**src/common/wse_pkg.sv**
```systemverilog
// Constants, register map and carrier types for the wake event block
package wse_pkg;

    // Register indices; byte address is four times the index
    localparam logic [7:0] IDX_PM_EN_LOW   = 8'h7a;
    localparam logic [7:0] IDX_PM_EN_HIGH  = 8'h7b;
    localparam logic [7:0] IDX_GE_STS_LOW  = 8'h7c;
    localparam logic [7:0] IDX_GE_STS_HIGH = 8'h7d;
    localparam logic [7:0] IDX_GE_EN_LOW   = 8'h7e;
    localparam logic [7:0] IDX_GE_EN_HIGH  = 8'h7f;
    localparam logic [7:0] IDX_PM_STATUS   = 8'h80;
    localparam logic [7:0] IDX_POL_LOW     = 8'h81;
    localparam logic [7:0] IDX_POL_HIGH    = 8'h82;
    localparam logic [7:0] IDX_SUPPLY_CTRL = 8'h83;

    // Field positions
    localparam int BIT_BUTTON   = 0;
    localparam int BIT_ALARM    = 2;
    localparam int BIT_SLEEP    = 0;
    localparam int SRC_BUTTON   = 16;
    localparam int SRC_ALARM    = 17;

    // Writable bits of the second power enable register
    localparam logic [7:0]  PM_EN_MASK   = 8'h05;
    // Sources judged on the falling edge when not inverted
    localparam logic [15:0] FALL_MASK    = 16'h0058;

    // Reset values
    localparam logic [7:0]  PM_EN_RST    = 8'h00;
    localparam logic [15:0] GE_STS_RST   = 16'h0000;
    localparam logic [15:0] GE_EN_RST    = 16'h0000;
    localparam logic [15:0] POL_RST      = 16'h0000;
    localparam logic [17:0] SYNC_RST     = 18'h10000;

    // Bus responses
    localparam logic [1:0]  RESP_OKAY    = 2'h0;
    localparam logic [1:0]  RESP_DECERR  = 2'h3;
    localparam int          ADDR_W       = 12;

    typedef struct packed {
        logic [ADDR_W-1:0] awaddr;
        logic [2:0]        awprot;
        logic              awvalid;
        logic [31:0]       wdata;
        logic [3:0]        wstrb;
        logic              wvalid;
        logic              bready;
        logic [ADDR_W-1:0] araddr;
        logic [2:0]        arprot;
        logic              arvalid;
        logic              rready;
    } wse_axi_req_t;

    typedef struct packed {
        logic              awready;
        logic              wready;
        logic [1:0]        bresp;
        logic              bvalid;
        logic              arready;
        logic [31:0]       rdata;
        logic [1:0]        rresp;
        logic              rvalid;
    } wse_axi_rsp_t;

    typedef struct packed {
        logic [17:0]       sync_a;
        logic [17:0]       sync_b;
        logic [17:0]       prev;
        logic [7:0]        pm_en;
        logic [15:0]       ge_sts;
        logic [15:0]       ge_en;
        logic [15:0]       pol;
        logic              button_event_flag;
        logic              alarm_flag;
        logic              pm_event_n;
        logic              supply_n;
        logic              aw_held;
        logic [ADDR_W-1:0] awaddr;
        logic              w_held;
        logic [7:0]        wdata;
        logic              wlane;
        wse_axi_rsp_t      rsp;
    } wse_state_t;

endpackage : wse_pkg

```
**src/wse_wake_event.sv**
```systemverilog
// Wake event status and enable block with an AXI4-Lite register slave
`timescale 1ns/1ns
module wse_wake_event (
    input  wire logic                  aclk,
    input  wire logic                  aresetn,
    input  wire logic                  battery_reset_n,
    input  wire logic                  button_input_n,
    input  wire logic                  alarm_in,
    input  wire logic [7:0]            gp_low_in,
    input  wire logic [7:0]            pin_bank_in,
    input  wire wse_pkg::wse_axi_req_t axi_req,
    output wse_pkg::wse_axi_rsp_t      axi_rsp,
    output logic                       pm_event_out_n,
    output logic                       supply_on_n
);

    wse_pkg::wse_state_t state_reg;
    wse_pkg::wse_state_t state_next;

    // Register index from a byte address
    function automatic logic [7:0] reg_index(
        input logic [wse_pkg::ADDR_W-1:0] addr
    );
        reg_index = addr[9:2];
    endfunction : reg_index

    // True when the address hits a mapped, aligned word
    function automatic logic reg_mapped(
        input logic [wse_pkg::ADDR_W-1:0] addr
    );
        logic [7:0] idx;
        idx = addr[9:2];
        reg_mapped = (addr[1:0] == 2'h0) && (addr[11:10] == 2'h0)
                     && (idx >= wse_pkg::IDX_PM_EN_LOW)
                     && (idx <= wse_pkg::IDX_SUPPLY_CTRL);
    endfunction : reg_mapped

    // Read mux over the current state
    function automatic logic [7:0] reg_read(
        input logic [7:0]          idx,
        input wse_pkg::wse_state_t s
    );
        logic [7:0] v;
        v = 8'h00;
        case (idx)
            wse_pkg::IDX_PM_EN_LOW:   v = 8'h00;
            wse_pkg::IDX_PM_EN_HIGH:  v = s.pm_en & wse_pkg::PM_EN_MASK;
            wse_pkg::IDX_GE_STS_LOW:  v = s.ge_sts[7:0];
            wse_pkg::IDX_GE_STS_HIGH: v = s.ge_sts[15:8];
            wse_pkg::IDX_GE_EN_LOW:   v = s.ge_en[7:0];
            wse_pkg::IDX_GE_EN_HIGH:  v = s.ge_en[15:8];
            wse_pkg::IDX_PM_STATUS: begin
                v[wse_pkg::BIT_BUTTON] = s.button_event_flag;
                v[wse_pkg::BIT_ALARM]  = s.alarm_flag;
            end
            wse_pkg::IDX_POL_LOW:     v = s.pol[7:0];
            wse_pkg::IDX_POL_HIGH:    v = s.pol[15:8];
            wse_pkg::IDX_SUPPLY_CTRL: v = {7'h00, ~s.supply_n};
            default:                  v = 8'h00;
        endcase
        reg_read = v;
    endfunction : reg_read

    // Event and write-decode terms
    logic [15:0] eff_now;
    logic [15:0] eff_old;
    logic [15:0] ge_set;
    logic        button_press;
    logic        alarm_edge;
    logic        do_write;
    logic [7:0]  w_idx;
    logic [7:0]  w_val;
    logic [15:0] ge_clr;
    logic        button_clr;
    logic        alarm_clr;
    logic        sleep_req;
    logic        pm_level;
    logic        wake_level;
    logic        aw_take;
    logic        w_take;
    logic        ar_take;

    // Edges are judged after inversion, so polarity flips the edge
    always_comb begin
        eff_now = state_reg.sync_b[15:0] ^ state_reg.pol
                  ^ wse_pkg::FALL_MASK;
        eff_old = state_reg.prev[15:0] ^ state_reg.pol
                  ^ wse_pkg::FALL_MASK;
        // Rising of effective level sets each general event status bit, all 16 in one vector
        ge_set = eff_now & ~eff_old;
        button_press = state_reg.prev[wse_pkg::SRC_BUTTON]
                       & ~state_reg.sync_b[wse_pkg::SRC_BUTTON];
        alarm_edge = state_reg.sync_b[wse_pkg::SRC_ALARM]
                     & ~state_reg.prev[wse_pkg::SRC_ALARM];
    end

    // Register write decode; only byte lane 0 carries data
    always_comb begin
        do_write   = state_reg.aw_held && state_reg.w_held
                     && !state_reg.rsp.bvalid;
        w_idx      = reg_index(state_reg.awaddr);
        w_val      = state_reg.wlane ? state_reg.wdata : 8'h00;
        ge_clr     = 16'h0000;
        button_clr = 1'b0;
        alarm_clr  = 1'b0;
        sleep_req  = 1'b0;
        if (do_write && reg_mapped(state_reg.awaddr)) begin
            case (w_idx)
                wse_pkg::IDX_GE_STS_LOW:  ge_clr[7:0]  = w_val;
                wse_pkg::IDX_GE_STS_HIGH: ge_clr[15:8] = w_val;
                wse_pkg::IDX_PM_STATUS: begin
                    button_clr = w_val[wse_pkg::BIT_BUTTON];
                    alarm_clr  = w_val[wse_pkg::BIT_ALARM];
                end
                wse_pkg::IDX_SUPPLY_CTRL:
                    sleep_req = w_val[wse_pkg::BIT_SLEEP];
                default: sleep_req = 1'b0;
            endcase
        end
    end

    // Event and wake levels from flags and enables; wake also takes any button press, enabled or not
    always_comb begin
        pm_level = (state_reg.button_event_flag
                    & state_reg.pm_en[wse_pkg::BIT_BUTTON])
                 | (state_reg.alarm_flag
                    & state_reg.pm_en[wse_pkg::BIT_ALARM])
                 | (|(state_reg.ge_sts & state_reg.ge_en));
        wake_level = (state_reg.alarm_flag
                      & state_reg.pm_en[wse_pkg::BIT_ALARM])
                   | (|(state_reg.ge_sts & state_reg.ge_en))
                   | button_press;
    end

    // Bus handshakes on the registered ready signals
    always_comb begin
        aw_take = axi_req.awvalid && state_reg.rsp.awready;
        w_take  = axi_req.wvalid && state_reg.rsp.wready;
        ar_take = axi_req.arvalid && state_reg.rsp.arready;
    end

    // Next state of the whole block
    always_comb begin
        state_next = state_reg;

        // Two-stage synchroniser, then one stage for edge compare
        state_next.sync_a = {alarm_in, button_input_n,
                             pin_bank_in, gp_low_in};
        state_next.sync_b = state_reg.sync_a;
        state_next.prev   = state_reg.sync_b;

        // Set wins over clear in every sticky flag
        state_next.ge_sts = (state_reg.ge_sts & ~ge_clr)
                          | ge_set;
        state_next.button_event_flag =
            (state_reg.button_event_flag & ~button_clr)
            | button_press;
        state_next.alarm_flag = (state_reg.alarm_flag & ~alarm_clr)
                              | alarm_edge;

        // Plain read-write registers
        if (do_write && reg_mapped(state_reg.awaddr)) begin
            case (w_idx)
                wse_pkg::IDX_PM_EN_HIGH:
                    state_next.pm_en = w_val & wse_pkg::PM_EN_MASK;
                wse_pkg::IDX_GE_EN_LOW:  state_next.ge_en[7:0]  = w_val;
                wse_pkg::IDX_GE_EN_HIGH: state_next.ge_en[15:8] = w_val;
                wse_pkg::IDX_POL_LOW:    state_next.pol[7:0]    = w_val;
                wse_pkg::IDX_POL_HIGH:   state_next.pol[15:8]   = w_val;
                default:                 state_next.pm_en = state_reg.pm_en;
            endcase
        end

        // Wake beats a same-cycle sleep request so no wake is dropped
        state_next.pm_event_n = ~pm_level;
        if (wake_level) begin
            state_next.supply_n = 1'b0;
        end else if (sleep_req) begin
            state_next.supply_n = 1'b1;
        end

        // Write address and data are taken in either order
        if (aw_take) begin
            state_next.aw_held = 1'b1;
            state_next.awaddr  = axi_req.awaddr;
        end
        if (w_take) begin
            state_next.w_held = 1'b1;
            state_next.wdata  = axi_req.wdata[7:0];
            state_next.wlane  = axi_req.wstrb[0];
        end
        if (do_write) begin
            state_next.aw_held    = 1'b0;
            state_next.w_held     = 1'b0;
            state_next.rsp.bvalid = 1'b1;
            state_next.rsp.bresp  = reg_mapped(state_reg.awaddr)
                                    ? wse_pkg::RESP_OKAY
                                    : wse_pkg::RESP_DECERR;
        end else if (state_reg.rsp.bvalid && axi_req.bready) begin
            state_next.rsp.bvalid = 1'b0;
        end
        state_next.rsp.awready = !state_next.aw_held
                                 && !state_next.rsp.bvalid;
        state_next.rsp.wready  = !state_next.w_held
                                 && !state_next.rsp.bvalid;

        // Read answers the cycle after the address is taken
        if (ar_take) begin
            state_next.rsp.rvalid = 1'b1;
            if (reg_mapped(axi_req.araddr)) begin
                state_next.rsp.rdata =
                    {24'h000000, reg_read(reg_index(axi_req.araddr),
                                          state_reg)};
                state_next.rsp.rresp = wse_pkg::RESP_OKAY;
            end else begin
                state_next.rsp.rdata = 32'h00000000;
                state_next.rsp.rresp = wse_pkg::RESP_DECERR;
            end
        end else if (state_reg.rsp.rvalid && axi_req.rready) begin
            state_next.rsp.rvalid = 1'b0;
        end
        state_next.rsp.arready = !state_next.rsp.rvalid;

        // Standby reset clears bus and status except the alarm flag; battery reset clears all
        if (!aresetn || !battery_reset_n) begin
            state_next.sync_a            = wse_pkg::SYNC_RST;
            state_next.sync_b            = wse_pkg::SYNC_RST;
            state_next.prev              = wse_pkg::SYNC_RST;
            state_next.ge_sts            = wse_pkg::GE_STS_RST;
            state_next.button_event_flag = 1'b0;
            state_next.pm_event_n        = 1'b1;
            state_next.supply_n          = 1'b1;
            state_next.aw_held           = 1'b0;
            state_next.awaddr            = '0;
            state_next.w_held            = 1'b0;
            state_next.wdata             = 8'h00;
            state_next.wlane             = 1'b0;
            state_next.rsp               = '0;
        end
        // Enables survive standby loss; only the battery reset clears them
        if (!battery_reset_n) begin
            state_next.pm_en      = wse_pkg::PM_EN_RST;
            state_next.ge_en      = wse_pkg::GE_EN_RST;
            state_next.pol        = wse_pkg::POL_RST;
            state_next.alarm_flag = 1'b0;
        end
    end

    // Single state register
    always_ff @(posedge aclk) begin
        state_reg <= state_next;
    end

    // Outputs straight from flip-flops
    assign axi_rsp        = state_reg.rsp;
    assign pm_event_out_n = state_reg.pm_event_n;
    assign supply_on_n    = state_reg.supply_n;

endmodule : wse_wake_event

```
**config.mk**
```make
export PLATFORM = sky130hd
export DESIGN_NAME = wse_wake_event
export DESIGN_NICKNAME = d
export VERILOG_FILES = /design/src/common/wse_pkg.sv /design/src/wse_wake_event.sv
export SDC_FILE = /design/constraint.sdc
export NUM_CORES = 1
export LEC_CHECK = 0
export ABC_CLOCK_PERIOD_IN_PS = 2200
export BUFFER_PORTS_ARGS = -buffer_cell sky130_fd_sc_hd__buf_2
export CELL_PAD_IN_SITES_DETAIL_PLACEMENT = 0
export CELL_PAD_IN_SITES_GLOBAL_PLACEMENT = 1
export CORE_ASPECT_RATIO = 1.2
export CORE_UTILIZATION = 40
export CTS_BUF_LIST = sky130_fd_sc_hd__clkbuf_2 sky130_fd_sc_hd__clkbuf_4 sky130_fd_sc_hd__clkbuf_8
export DETAILED_ROUTE_END_ITERATION = 12
export PLACE_DENSITY = 0.85
export SLEW_MARGIN = 15
export SYNTH_ARGS = -nofsm -noshare
export SYNTH_HDL_FRONTEND = slang
export SYNTH_SLANG_ARGS = --single-unit
export TNS_END_PERCENT = 5
```
**constraint.sdc**
```tcl
create_clock -name aclk -period 2.2 [get_ports aclk]
set_input_delay 0.44 -clock aclk [delete_from_list [all_inputs] [get_ports aclk]]
set_output_delay 0.44 -clock aclk [all_outputs]
set_load 0.1 [all_outputs]
```
==> results of run 1 <==
## final timing paths
kind                       start              to  slack, ps  cells after the start
hold / removal    button_input_n  state_reg[176]        190                      2
setup reg to reg   state_reg[62]   state_reg[91]        140                      4
setup / recovery   state_reg[62]   state_reg[91]        140                      4
hold reg to reg   state_reg[141]   state_reg[66]        410                      1
## kinds of logic (layout without fill, tap and decap cells)
family,Yosys count,after routing,share of synthesized area [%]
buffers and inverters,100,140,8.64
other,1,24,0.0611
AND/OR/NAND/NOR,254,254,21.4
AO/OA/AOI/OAI,194,194,19.1
flip-flops,146,146,47.6
multiplexers,11,11,3.22
## power breakdown
part	switching [mW]	internal, mW	total (mW)
combinational	0.341	0.0939	0.435
sequential	0.0205	2.67	2.69
clock	1.05	0.975	2.03
total	1.41	3.74	5.16
## layout make-up
type                            count  area (µm²)  share of cell area [%]
Sequential cell                   146        2920                    42.2
Multi-Input combinational cell    483        2770                    40.0
Timing Repair Buffer               97         548                    7.91
Clock buffer                       20         263                    3.79
Tap cell                          204         255                    3.68
Clock inverter                     12         124                    1.79
Inverter                           11        41.3                   0.596
## layout by cell type, fill, tap and decap left out, types with 3 or more instances in the layout
| cell | n |
|---|---|
| nor3_1 | 4 |
| conb_1 | 24 |
| or3_1 | 10 |
| nand2_1 | 81 |
| buf_4 | 19 |
| clkbuf_8 | 18 |
| o22ai_1 | 7 |
| inv_1 | 11 |
| buf_2 | 77 |
| inv_6 | 4 |
| and2_1 | 5 |
| nand3_1 | 13 |
| o31ai_1 | 18 |
| and4_1 | 3 |
| nor4_1 | 5 |
| a22o_1 | 6 |
| nand2b_1 | 8 |
| mux4_2 | 7 |
| a22oi_1 | 16 |
| mux2i_1 | 4 |
| o41ai_1 | 6 |
| o21ai_0 | 33 |
| nor2b_1 | 3 |
| o211ai_1 | 7 |
| nor2_1 | 41 |
| a21oi_1 | 87 |
| and3_1 | 53 |
| clkinv_4 | 4 |
| nand4_1 | 8 |
| dfxtp_1 | 146 |
## routing by layer
layer,vias up,global-route usage [%]
li1,2566,-
met1,2441,24.9
met2,175,30.9
met3,27,4.36
met4,0,8.37
met5,-,0
## metrics by stage
| stage | worst slack [ps] | power, mW | util, % | cells |
|---|---|---|---|---|
| 6_report | 141 | 5.16 | 46.1 | 973 |
| 2_1_floorplan | 278 | 3.12 | - | 729 |
| 4_1_cts | 141 | 5.20 | 46.1 | 973 |
| 5_1_grt | 99.0 | 5.36 | 46.1 | 973 |
| 3_5_place_dp | 150 | 3.19 | 43.5 | 941 |
| 3_3_place_gp | 205 | 3.18 | 43.5 | 941 |
## critical path, cell delays in order, from the launching register on
cell and delay (ps):
dfxtp_1 330, or4_4 560, or4_4 520, or3_2 440
a21oi_1 150
## Yosys cell counts (3+ instances only)
library cell  count
dfxtp_1         146
a21oi_1          87
nand2_1          81
and3_1           53
clkbuf_1         45
buf_4            41
nor2_1           41
o21ai_0          33
o31ai_1          18
a22oi_1          16
nand3_1          13
inv_1            11
or3_1            10
nand2b_1          8
nand4_1           8
mux4_2            7
o211ai_1          7
o22ai_1           7
a22o_1            6
o41ai_1           6
and2_1            5
nor4_1            5
mux2i_1           4
nor3_1            4
and4_1            3
nor2b_1           3
==> flow_metrics.tcl, run 1 <==
set metrics [dict create \
    outcome "finished clean" \
    detail_route.iter0.violations 422 \
    ios 135 \
    start_util_pct 40.9 \
    die_area_um2 15900 \
    ctsResizeCount 0 \
    via_per_inst 5.35 \
    cts_setup_buffers 0 \
    drc_errors 0 \
    via_count 5209 \
    grt_max_degree 45 \
    drive_above_1_share_pct 18.5 \
    syn_area_um2 6140 \
    nFillCells 1434 \
    finalSetupTns_ps 0 \
    hold_viol 0 \
    skew_ps 10.7 \
    wl_met2_mm 6.99 \
    dieWidth_um 115 \
    cts_tree "yes" \
    n_antenna_cell 0 \
    path_clk_slew_ps 80 \
    highest_layer "met4" \
    area_growth_pct 12.8 \
    finalCritPeriodShare_pct 93.6 \
    antenna_found_initial 0 \
    overflow 0 \
    synth-seq-cells 146 \
    io_buffer_count 77 \
    grt_pass1_vias 4698 \
    max_slew_margin_pct 53.4 \
    ctsLongestPathBuffers 2 \
    cts_inserted_buffers 17 \
    core_area_um2 15000 \
    die_h_um 138 \
    syn_area_per_cell_um2 8.70 \
    arrival_ps 2440 \
    grt_pass1_wl_mm 23.6 \
    synth-async-reset-ratio_pct 0 \
    wl_met3_um 860 \
    drt_pass1_iterations 5 \
    synth_edf_count 0 \
    cp-end-kind "flop" \
    place.gp.congestion 0.856 \
    clock.fmax_mhz 486 \
    ir_drop_uv 304 \
    tightest_slew_ps 689 \
    clock-sinks 146 \
    ys_top_cells_by_area "dfxtp_1 48%, a21oi_1 7.1%, and3_1 5.4%, buf_4 5.0%, nand2_1 5.0%" \
    rows 49 \
    root_buffer "clkbuf_8" \
    fin_area_um2 6930 \
    ant_nets 0 \
    powerDensity_nw_per_um2 745 \
    ys_warn_count 0 \
    critPathRequiredTime_ps 2580 \
    synth_cell_types 53 \
    drv_cap 0 \
    dp_hpwl_mm 10.8 \
    synthDominantCellAreaShare_pct 47.6 \
    holdWs_ps 191 \
    cts_htree_levels 4 \
    routed_wl_mm 14.9 \
    synthDominantAreaCellType "dfxtp_1" \
    clk-insertion-delay-late_ps 450 \
    hold_class "in -> reg" \
    cp-start-kind "flop" \
    cp_max_fo 12 \
    critPathKind "reg -> reg" \
    leakagePower_nw 2.70 \
    holdBufCountCts 0 \
    synthCells 706 \
    fin_crit_ps 2060 \
    grt.total_usage_pct 19.3 \
    routedWlPerCell_um 15.3 \
    grt_setup_unrepaired "no" \
    slew_violations 0 \
    largest_register_ffs 129 \
    wl_met1_mm 6.66 \
    placed_cell_area_um2 6540 \
    synth_ff_type "dfxtp_1" \
    setup_viol 0 \
    yosysSeqAreaShare_pct 47.6 \
    layout.nets 848 \
]
(Power assumes the default switching activity.)
==> run 2: changes to the inputs <==
--- a/config.mk
+++ b/config.mk
@@ -7,15 +7,15 @@
 export LEC_CHECK = 0
 export ABC_CLOCK_PERIOD_IN_PS = 2200
 export BUFFER_PORTS_ARGS = -buffer_cell sky130_fd_sc_hd__buf_2
+export CAP_MARGIN = 25
 export CELL_PAD_IN_SITES_DETAIL_PLACEMENT = 0
 export CELL_PAD_IN_SITES_GLOBAL_PLACEMENT = 1
 export CORE_ASPECT_RATIO = 1.2
-export CORE_UTILIZATION = 40
+export CORE_UTILIZATION = 42
 export CTS_BUF_LIST = sky130_fd_sc_hd__clkbuf_2 sky130_fd_sc_hd__clkbuf_4 sky130_fd_sc_hd__clkbuf_8
 export DETAILED_ROUTE_END_ITERATION = 12
-export PLACE_DENSITY = 0.85
+export PLACE_DENSITY = 0.88
 export SLEW_MARGIN = 15
 export SYNTH_ARGS = -nofsm -noshare
 export SYNTH_HDL_FRONTEND = slang
 export SYNTH_SLANG_ARGS = --single-unit
-export TNS_END_PERCENT = 5
==> run 2 against run 1 <==
Effect of this change: sequential power about the same; design area decreased by 1.2%; clock-buffer cell count decreased by 3; setup slack improved by 4.5 ps; non-clock buffer count decreased by 2; critical endpoint unchanged; core utilization increased by 1.6 points; register-to-register slack about the same; critical path depth unchanged; die area decreased by 4.7%.
==> flow_metrics.tcl, run 2 (same netlist as run 1, synthesis figures left out) <==
set metrics [dict create \
    nFillCells 1381 \
    drive_above_1_share_pct 18.1 \
    multi_input_area_um2 2770 \
    start_util_pct 42.8 \
    cts_inserted_buffers 17 \
    regArea_um2 2920 \
    cp_max_fo 13 \
    routed_wl_mm 14.4 \
    core_area_um2 14400 \
    slew_violations 0 \
    cts_htree_levels 4 \
    ctsResizeCount 0 \
    io_buffer_count 77 \
    skew_ps 10.8 \
    n_antenna_cell 0 \
    grt_max_degree 45 \
    max_slew_margin_pct 58.8 \
    leakagePower_nw 2.66 \
    detail_route.iter0.violations 443 \
    critPathRequiredTime_ps 2570 \
    die_h_um 134 \
    path_clk_slew_ps 80 \
    dieWidth_um 112 \
    cp-start-kind "flop" \
    cts_tree "yes" \
    via_per_inst 5.49 \
    ctsLongestPathBuffers 2 \
    grt_pass1_wl_mm 23.5 \
    cts_setup_buffers 0 \
    crit_buf_inv 0 \
    ant_nets 0 \
    critPathKind "reg -> reg" \
    dp_hpwl_mm 10.7 \
    clock.fmax_mhz 487 \
    drc_errors 0 \
    holdWs_ps 187 \
    final_cell_mix "146 x dfxtp_1, 87 x a21oi_1, 81 x nand2_1" \
    place.gp.congestion 0.856 \
    routedWlPerCell_um 15.3 \
    hold_viol 0 \
    arrival_ps 2430 \
    grt.total_usage_pct 19.7 \
    crit_slowest_cell "or4_4" \
    crit_family "simple AND/OR/NAND/NOR gates" \
    ir_drop_uv 325 \
    area_growth_pct 11.5 \
    hold_class "in -> reg" \
    max_stage_delay_ps 560 \
    timing.critical_path.cells "or4_4 -> or4_4 -> or3_2 -> a21oi_1" \
    largest_register_ffs 129 \
    via_count 5166 \
    p_total_mw 5.02 \
    die_area_um2 15100 \
    drt_pass1_iterations 7 \
    fin_crit_ps 2050 \
    finalSetupTns_ps 0 \
    holdBufCountCts 0 \
    clk-insertion-delay-late_ps 440 \
    cp-end-kind "flop" \
    antenna_found_initial 0 \
    overflow 0 \
    clock-sinks 146 \
    grt_setup_unrepaired "no" \
    setup_viol 0 \
    finalCritPeriodShare_pct 93.4 \
    drv_cap 0 \
    powerDensity_nw_per_um2 733 \
    crit_top_cell "or4_4" \
    root_buffer "clkbuf_8" \
    tightest_slew_ps 610 \
    outcome "finished clean" \
    layout_commonest_cell "dfxtp_1" \
    grt_pass1_vias 4830 \
    layout.nets 846 \
    rows 48 \
    ios 135 \
    reg2reg_slack_ps 150 \
]
## run 2: power breakdown
part           switching [mW]  internal [mW]
sequential             0.0204           2.67
clock                    1.08          0.811
combinational           0.340         0.0916
total                    1.44           3.58
## run 2: per-stage QoR
step	cell area, µm²	util (%)	setup WS (ps)	cells
5_1_grt	6850	47.7	84.4	941
3_5_place_dp	6490	45.2	172	910
4_1_cts	6850	47.7	152	941
6_report	6850	47.7	146	941
3_3_place_gp	6490	45.2	202	910
2_1_floorplan	6230	-	278	729
## run 2: layout make-up
class                      instances  area share (%)
tap                              175            3.20
sequential                       146            42.7
inverter                          11           0.603
clock buffer                      17            3.42
multi-input combinational        483            40.5
timing repair buffer              95            7.79
clock inverter                    14            1.79
## run 2: worst paths after layout
kind                   from        endpoint  cells after the start
max           state_reg[62]   state_reg[91]                      4
min          button_input_n  state_reg[176]                      2
max reg2reg   state_reg[62]   state_reg[91]                      4
min reg2reg  state_reg[141]   state_reg[66]                      1
## run 2: layer usage
metal / part of all wire [%] / vias to the layer above / GRT usage, %
met4: 1.8 / 0 / 7.70
met3: 6.5 / 18 / 4.29
met5: 0 / - / 0
met1: 44 / 2398 / 24.9
met2: 48 / 188 / 32.9
li1: - / 2562 / -
